[config.mk]
export PLATFORM = sky130hd
export DESIGN_NAME = ara_accum
export DESIGN_NICKNAME = d
export VERILOG_FILES = /design/src/rtl/ara_pkg.sv /design/src/rtl/ara_accum.sv
export SDC_FILE = /design/constraint.sdc
export NUM_CORES = 1
export LEC_CHECK = 0
export BUFFER_PORTS_ARGS = -buffer_cell sky130_fd_sc_hd__buf_2
export CORE_MARGIN = 2
export CORE_UTILIZATION = 45
export CTS_CLUSTER_SIZE = 10
export DETAILED_ROUTE_END_ITERATION = 16
export GPL_ROUTABILITY_DRIVEN = 0
export GPL_TIMING_DRIVEN = 0
export MAX_ROUTING_LAYER = met4
export SKIP_LAST_GASP = 1
export SYNTH_ARGS = -nofsm -noshare
export SYNTH_HDL_FRONTEND = slang
export SYNTH_SLANG_ARGS = --single-unit
[constraint.sdc]
create_clock -name core_clk_i -period 5.5 [get_ports core_clk_i]
set_input_delay 0.825 -clock core_clk_i [delete_from_list [all_inputs] [get_ports core_clk_i]]
set_output_delay 0.825 -clock core_clk_i [all_outputs]
set_load 0.1 [all_outputs]
[src/rtl/ara_pkg.sv]
// Functional notes
// - Single conversion: 12-bit result every conversion
// - Justify bit picks bits 11:0 or 15:4
// - Unused result bits always read zero
// - Repeat above one: sum, update at end
// - Accumulate 4, 8 or 16 samples right-justified
// - Repeat field bits 2:1 select 1/4/8/16
// - Done and window events once per series
// - Burst: one start runs whole series
// - SAR period is divider plus one
// - Subsystem clock follows burst enable selection
// - Conversion takes 13 SAR plus 2 cycles
package ara_pkg;

  // ----------------------------------------------------------------
  // Register map
  // ----------------------------------------------------------------
  localparam logic [7:0] ARA_CFG_ADDR      = 8'hbc;
  localparam logic [7:0] ARA_CFG_RESET     = 8'hf8;
  localparam int         ARA_CFG_DIV_LSB   = 3;
  localparam int         ARA_CFG_DIV_W     = 5;
  localparam int         ARA_CFG_RPT_LSB   = 1;
  localparam int         ARA_CFG_GAIN_BIT  = 0;
  localparam logic [7:0] ARA_UNMAPPED_READ = 8'h00;

  // ----------------------------------------------------------------
  // Conversion timing
  // ----------------------------------------------------------------
  localparam int         ARA_SAMPLE_W      = 12;
  localparam logic [3:0] ARA_SAR_CYCLES    = 4'hd;
  localparam int         ARA_SUBSYSTEM_CLOCK_EXTRA    = 2;

  // ----------------------------------------------------------------
  // Types
  // ----------------------------------------------------------------
  typedef enum logic [2:0] {
    ARA_IDLE,
    ARA_START,
    ARA_CONV,
    ARA_FINISH,
    ARA_WAIT
  } ara_state_t;

  typedef struct packed {
    logic [7:0] addr;
    logic       wr;
    logic [7:0] wdata;
  } ara_sfr_req_t;

  typedef struct packed {
    logic       conv_done;
    logic       window_evt;
    logic       busy;
    logic       sar_clk;
  } ara_status_t;

endpackage : ara_pkg

[src/rtl/ara_accum.sv]
`timescale 1ns/100ps
module ara_accum
  import ara_pkg::*;
(
  // Clock and reset
  input  wire logic                    core_clk_i,
  input  wire logic                    sys_rst_i,
  // Special function register port
  input  wire ara_sfr_req_t            sfr_req_i,
  output logic [7:0]                   sfr_rdata_o,
  // Converter control
  input  wire logic                    conv_start_i,
  input  wire logic                    justify_select_bit_i,
  input  wire logic                    burst_enable_i,
  // Analog front end
  input  wire logic [ARA_SAMPLE_W-1:0] sample_i,
  // Results and status
  output logic [7:0]                   result_high_byte_o,
  output logic [7:0]                   result_low_byte_o,
  output logic                         gain_enable_bit_o,
  output ara_status_t                  status_o
);

  // ----------------------------------------------------------------
  // State
  // ----------------------------------------------------------------
  typedef struct packed {
    ara_state_t                st;
    logic [7:0]                cfg;
    logic [ARA_CFG_DIV_W-1:0]  div_cnt;
    logic [3:0]                bit_cnt;
    logic [4:0]                rpt_left;
    logic [15:0]               acc;
    logic [15:0]               result;
    logic [7:0]                rdata;
    logic [ARA_SAMPLE_W-1:0]   samp_meta;
    logic [ARA_SAMPLE_W-1:0]   samp_sync;
    ara_status_t               stat;
  } ara_regs_t;

  ara_regs_t state_reg;
  ara_regs_t state_next;

  // ----------------------------------------------------------------
  // Helpers
  // ----------------------------------------------------------------
  // Series length from the repeat field
  function automatic logic [4:0] ara_series_len(input logic [1:0] rpt);
    case (rpt)
      2'b00:   ara_series_len = 5'h01;
      2'b01:   ara_series_len = 5'h04;
      2'b10:   ara_series_len = 5'h08;
      default: ara_series_len = 5'h10;
    endcase
  endfunction : ara_series_len

  // Only the configuration register is mapped; other addresses read zero
  function automatic logic ara_cfg_hit(input logic [7:0] addr);
    ara_cfg_hit = (addr == ARA_CFG_ADDR);
  endfunction : ara_cfg_hit

  // Zero-extends one sample to the width of the result pair
  function automatic logic [15:0] ara_widen(input logic [ARA_SAMPLE_W-1:0] smp);
    ara_widen = {4'h0, smp};
  endfunction : ara_widen

  // Single conversions follow the justify bit; the free nibble stays zero
  function automatic logic [15:0] ara_justify(input logic [ARA_SAMPLE_W-1:0] smp,
                                              input logic                    left);
    if (left) begin
      ara_justify = {smp, 4'h0};
    end else begin
      ara_justify = {4'h0, smp};
    end
  endfunction : ara_justify

  // Approximation clock is high for the first half of each period. The
  // compare runs one bit wider: divider 31 plus one would wrap to zero.
  function automatic logic ara_sar_high(input logic [ARA_CFG_DIV_W-1:0] cnt,
                                        input logic [ARA_CFG_DIV_W-1:0] div);
    logic [ARA_CFG_DIV_W:0] cnt_inc;
    logic [ARA_CFG_DIV_W:0] half;
    cnt_inc      = {1'b0, cnt} + 6'h01;
    half         = ({1'b0, div} + 6'h01) >> 1;
    ara_sar_high = cnt_inc < half;
  endfunction : ara_sar_high

  logic [1:0]               rpt_sel;
  logic [ARA_CFG_DIV_W-1:0] div_sel;

  assign rpt_sel = state_reg.cfg[ARA_CFG_RPT_LSB +: 2];
  assign div_sel = state_reg.cfg[ARA_CFG_DIV_LSB +: ARA_CFG_DIV_W];

  // ----------------------------------------------------------------
  // Next state
  // ----------------------------------------------------------------
  always_comb begin
    state_next                 = state_reg;
    state_next.stat.conv_done  = 1'b0;
    state_next.stat.window_evt = 1'b0;

    // Sample word is settled long before it is taken; two stages keep the
    // analog side out of the logic anyway.
    state_next.samp_meta = sample_i;
    state_next.samp_sync = state_reg.samp_meta;

    if (sfr_req_i.wr && ara_cfg_hit(sfr_req_i.addr)) begin
      state_next.cfg = sfr_req_i.wdata;
    end
    if (ara_cfg_hit(sfr_req_i.addr)) begin
      state_next.rdata = state_reg.cfg;
    end else begin
      state_next.rdata = ARA_UNMAPPED_READ;
    end

    case (state_reg.st)
      ARA_IDLE: begin
        state_next.stat.busy = 1'b0;
        // A start while a conversion runs is ignored, not queued; in ARA_WAIT it starts the next one
        if (conv_start_i) begin
          state_next.acc       = 16'h0000;
          state_next.rpt_left  = ara_series_len(rpt_sel);
          state_next.st        = ARA_START;
          state_next.stat.busy = 1'b1;
        end
      end
      ARA_START: begin
        // First of the two extra subsystem cycles
        state_next.div_cnt      = '0;
        state_next.bit_cnt      = 4'h0;
        state_next.stat.sar_clk = 1'b1;
        state_next.st           = ARA_CONV;
      end
      ARA_CONV: begin
        // SAR period is (divider + 1) subsystem cycles
        if (state_reg.div_cnt == div_sel) begin
          state_next.div_cnt      = '0;
          state_next.stat.sar_clk = 1'b1;
          state_next.bit_cnt      = state_reg.bit_cnt + 4'h1;
          if (state_reg.bit_cnt == ARA_SAR_CYCLES - 4'h1) begin
            state_next.stat.sar_clk = 1'b0;
            state_next.st           = ARA_FINISH;
          end
        end else begin
          state_next.div_cnt      = state_reg.div_cnt + 1'b1;
          state_next.stat.sar_clk = ara_sar_high(state_reg.div_cnt, div_sel);
        end
      end
      ARA_FINISH: begin
        // Second extra subsystem cycle: take the sample
        state_next.acc      = state_reg.acc + ara_widen(state_reg.samp_sync);
        state_next.rpt_left = state_reg.rpt_left - 5'h01;
        if (state_reg.rpt_left == 5'h01) begin
          if (rpt_sel == 2'b00) begin
            state_next.result = ara_justify(state_reg.samp_sync, justify_select_bit_i);
          end else begin
            // Justify bit is ignored while repeating; software keeps it clear
            state_next.result = state_reg.acc + ara_widen(state_reg.samp_sync);
          end
          state_next.stat.conv_done  = 1'b1;
          state_next.stat.window_evt = 1'b1;
          state_next.stat.busy       = 1'b0;
          state_next.st              = ARA_IDLE;
        end else if (burst_enable_i) begin
          state_next.st = ARA_START;
        end else begin
          state_next.st = ARA_WAIT;
        end
      end
      ARA_WAIT: begin
        // Each further conversion needs its own start outside burst mode
        if (conv_start_i) begin
          state_next.st = ARA_START;
        end
      end
      default: begin
        state_next.st = ARA_IDLE;
      end
    endcase
  end

  // ----------------------------------------------------------------
  // Registers
  // ----------------------------------------------------------------
  // core_clk_i is the subsystem clock; the burst/system selection happens
  // in the clock mux ahead of this block, steered by burst_enable_i
  // Reset drops any series in flight; results read zero again
  always_ff @(posedge core_clk_i) begin
    if (sys_rst_i) begin
      state_reg     <= '0;
      state_reg.st  <= ARA_IDLE;
      state_reg.cfg <= ARA_CFG_RESET;
    end else begin
      state_reg <= state_next;
    end
  end

  // ----------------------------------------------------------------
  // Outputs
  // ----------------------------------------------------------------
  assign sfr_rdata_o        = state_reg.rdata;
  assign result_high_byte_o = state_reg.result[15:8];
  assign result_low_byte_o  = state_reg.result[7:0];
  assign gain_enable_bit_o  = state_reg.cfg[ARA_CFG_GAIN_BIT];
  assign status_o           = state_reg.stat;

  // ----------------------------------------------------------------
  // Elaboration checks
  // ----------------------------------------------------------------
  // Sixteen summed samples need four bits of headroom in the pair
  if (ARA_SAMPLE_W + 4 != 16) begin : g_bad_sample_w
    $error("ara_accum: sample width does not fit the result pair");
  end
  // Divider field must fill the top of the configuration byte
  if (ARA_CFG_DIV_LSB + ARA_CFG_DIV_W != 8) begin : g_bad_div_field
    $error("ara_accum: divider field leaves the configuration byte");
  end
  // Repeat field sits below the divider, clear of the gain bit
  if (ARA_CFG_RPT_LSB + 2 != ARA_CFG_DIV_LSB || ARA_CFG_GAIN_BIT >= ARA_CFG_RPT_LSB) begin : g_bad_rpt_field
    $error("ara_accum: repeat field overlaps its neighbours");
  end

endmodule : ara_accum

==> flow_metrics.tcl <==
set metrics [dict create \
    seq_area_frac_synth 0.390 \
    clkTransAtPathRegs_ns 0.11 \
    required_ns 5.75 \
    worstPathMaxFanout 7 \
    cts_buffers 9 \
    dpl.cell_count 723 \
    ant_nets 0 \
    die_h_um 106 \
    drtIter0Drc 173 \
    antenna_found_initial 0 \
    finalSetupTns_ns 0 \
    routed.top_layer "met4" \
    drive_gt1_frac 0.240 \
    routedLengthMet1_um 5540 \
    die_w_um 106 \
    rr_worst_depth 8 \
    final.min_clock_period_ns 2.49 \
    fin_hold_ws_ns 0.444 \
    maxCapViolCount 0 \
    drc 0 \
    setup_violations 0 \
    muxShareOfSynthArea 0.0390 \
    synth_top_area_share 0.390 \
    synth_ff_type "dfxtp_1" \
    drt_wl_total_um 11000 \
    start_kind "register" \
    vias 3893 \
    netlist_area_um2 4720 \
    tritoncts "done" \
    timing.fmax_mhz 402 \
    grtUsageTotal 0.205 \
    power_mw 1.49 \
    h-tree-depth 3 \
    worstPathArrival_ns 2.74 \
    ys_types 68 \
    r2r_start "state_reg[4]" \
    synth_adder_area_share 0.0626 \
    finalCritPeriodShare 0.453 \
    via_per_inst 5.27 \
    dieArea_um2 11300 \
    clock_sinks 92 \
    power_density_nw_per_um2 275 \
    crit_family "compound AO/OA/AOI/OAI gates" \
    worstReg2RegEnd "result_high_byte_o[6]" \
    synth-compound-area-share 0.178 \
    outcome "finished, final reports clean" \
    first_pass_iters 4 \
    tightest_slew_ns 0.634 \
    area_delta_synth_final_pct 14.6 \
    utilization 0.528 \
    synthArstFlopShare 0 \
    placed_area_um2 5190 \
    syn_avg_cell_area_um2 8.97 \
    cp_slowest_stage_delay_ns 0.45 \
    antennaDiodeCount 0 \
    largest_reg_flops 45 \
    ctsResizeCount 0 \
    dp_slack_ns 2.91 \
    rsz0062_at_grt "no" \
    synthTopCellsByArea "dfxtp_1 (39%), ha_1 (5.8%), buf_4 (4.8%), a21oi_1 (3.8%), nor2b_1 (3.3%)" \
    cp-endpoint "result_high_byte_o[6]" \
    top_level_ports 63 \
    grt_pass1_wl_um 18100 \
    synth_nets 583 \
    path_cells "ha_1 > fa_1 > a211oi_2 > o21bai_1 > a21oi_2 > o21ai_2 > a2111oi_0 > nor3b_1" \
    holdBufCountCts 0 \
    synth_xor_area_frac 0.0464 \
    layoutNonFillerInstCount 739 \
    synth_warnings 0 \
    wl_met3_um 389 \
    p_leak_nw 2.42 \
    wl_per_cell_um 14.9 \
    initial_utilization 0.461 \
    crit_buf_inv 0 \
    crit_cells 8 \
    met2_wirelength_um 4890 \
    synth_top_area_cell "dfxtp_1" \
    synth-edff-count 0 \
    worstSetupStartpoint "state_reg[4]" \
    vdd_ir_drop_max_v 0.000135 \
    post_cts_buffers 0 \
    drv_slew 0 \
    grt_max_degree 19 \
    fin_ws_ns 3.01 \
    clk_latency_ns 0.36 \
    clk_path_buf_depth 2 \
    grt_pass1_vias 3711 \
    fp.coreArea_um2 10200 \
    synth_simple_gate_area_frac 0.202 \
    end_kind "register" \
    slew_headroom 0.578 \
    synth_top_family_by_area "simple AND/OR/NAND/NOR gates" \
    hp-class "reg2reg" \
    row_count 37 \
    ys_ff_latch 92 \
    stdcell_area_um2 5400 \
    io_buffers 61 \
    overflow 0 \
    postSynthCellCount 526 \
    hold_path_depth 1 \
    final_hold_viol_count 0 \
    r2r_slack_ns 3.01 \
    crit_path_top_delay_cell "fa_1" \
    finalNetCount 655 \
    skew_ns 0.0145 \
    path_class "reg2reg" \
    dp.final_hpwl_um 8240 \
    cts-root-buf "clkbuf_8" \
]
where the power goes:
part           switching [mW]  total, mW  internal, mW
clock                   0.267      0.490         0.222
sequential             0.0212      0.715         0.693
combinational           0.189      0.283        0.0942
synth_stat cells (all sizes together) (12+ instances only):
master and number:
mux2i 15, ha 22, and3 13, nor2b 25
xnor2 12, xor2 13, o21ai 19, buf 41
nand3 18, nand2 41, dfxtp 92, nor2 43
clkbuf 16, a21oi 41
cells in the final DEF, fill, tap and decap left out, types with 9 or more instances in the layout:
master | Yosys | final
xor2_1 | 13 | 13
buf_2 | 8 | 69
ha_1 | 22 | 22
inv_1 | 9 | 9
nor3b_1 | 9 | 9
nand3_1 | 18 | 18
nor2b_1 | 25 | 25
clkbuf_8 | 0 | 9
nor3_1 | 10 | 10
nor2_1 | 41 | 41
nand2_1 | 39 | 39
dfxtp_1 | 92 | 92
mux2i_1 | 15 | 15
clkbuf_1 | 15 | 15
a21oi_1 | 36 | 36
and3_1 | 12 | 12
buf_4 | 30 | 30
xnor2_1 | 12 | 12
o21ai_0 | 18 | 18
worst min-delay path by stage:
stage	start	to	slack, ns
after global routing	state_next[13]	state_reg[13]	0.46
after detailed placement	state_next[12]	state_reg[12]	0.42
after CTS	state_next[13]	state_reg[13]	0.44
final	state_next[12]	state_reg[12]	0.44
after global placement	state_next[6]	state_reg[6]	0.42
after floorplan	state_next[10]	state_reg[10]	0.41
cells by family (layout without fill, tap and decap cells):
logic type      Yosys count  count (layout)
compound gates          118             118
mux                      18              18
xor+xnor                 25              25
simple gates            184             184
fa+ha+maj                23              23
flops                    92              92
buf+inv                  66             143
metal layers:
metal | vias up | GRT usage
met2 | 77 | 0.323
met3 | 16 | 0.0294
met1 | 1819 | 0.274
met5 | - | -
met4 | 0 | 0.0639
li1 | 1981 | -
area by class of cell:
class / count / area, um2
flip-flops and latches: 92 / 1840
multi-input cells: 368 / 2490
well taps: 136 / 170
fillers: 984 / 4830
inverters: 9 / 33.8
plain buffers: 57 / 353
clock buffers: 9 / 124
repair buffers: 61 / 305
clock inverters: 7 / 87.6
(Power assumes the default switching activity.)
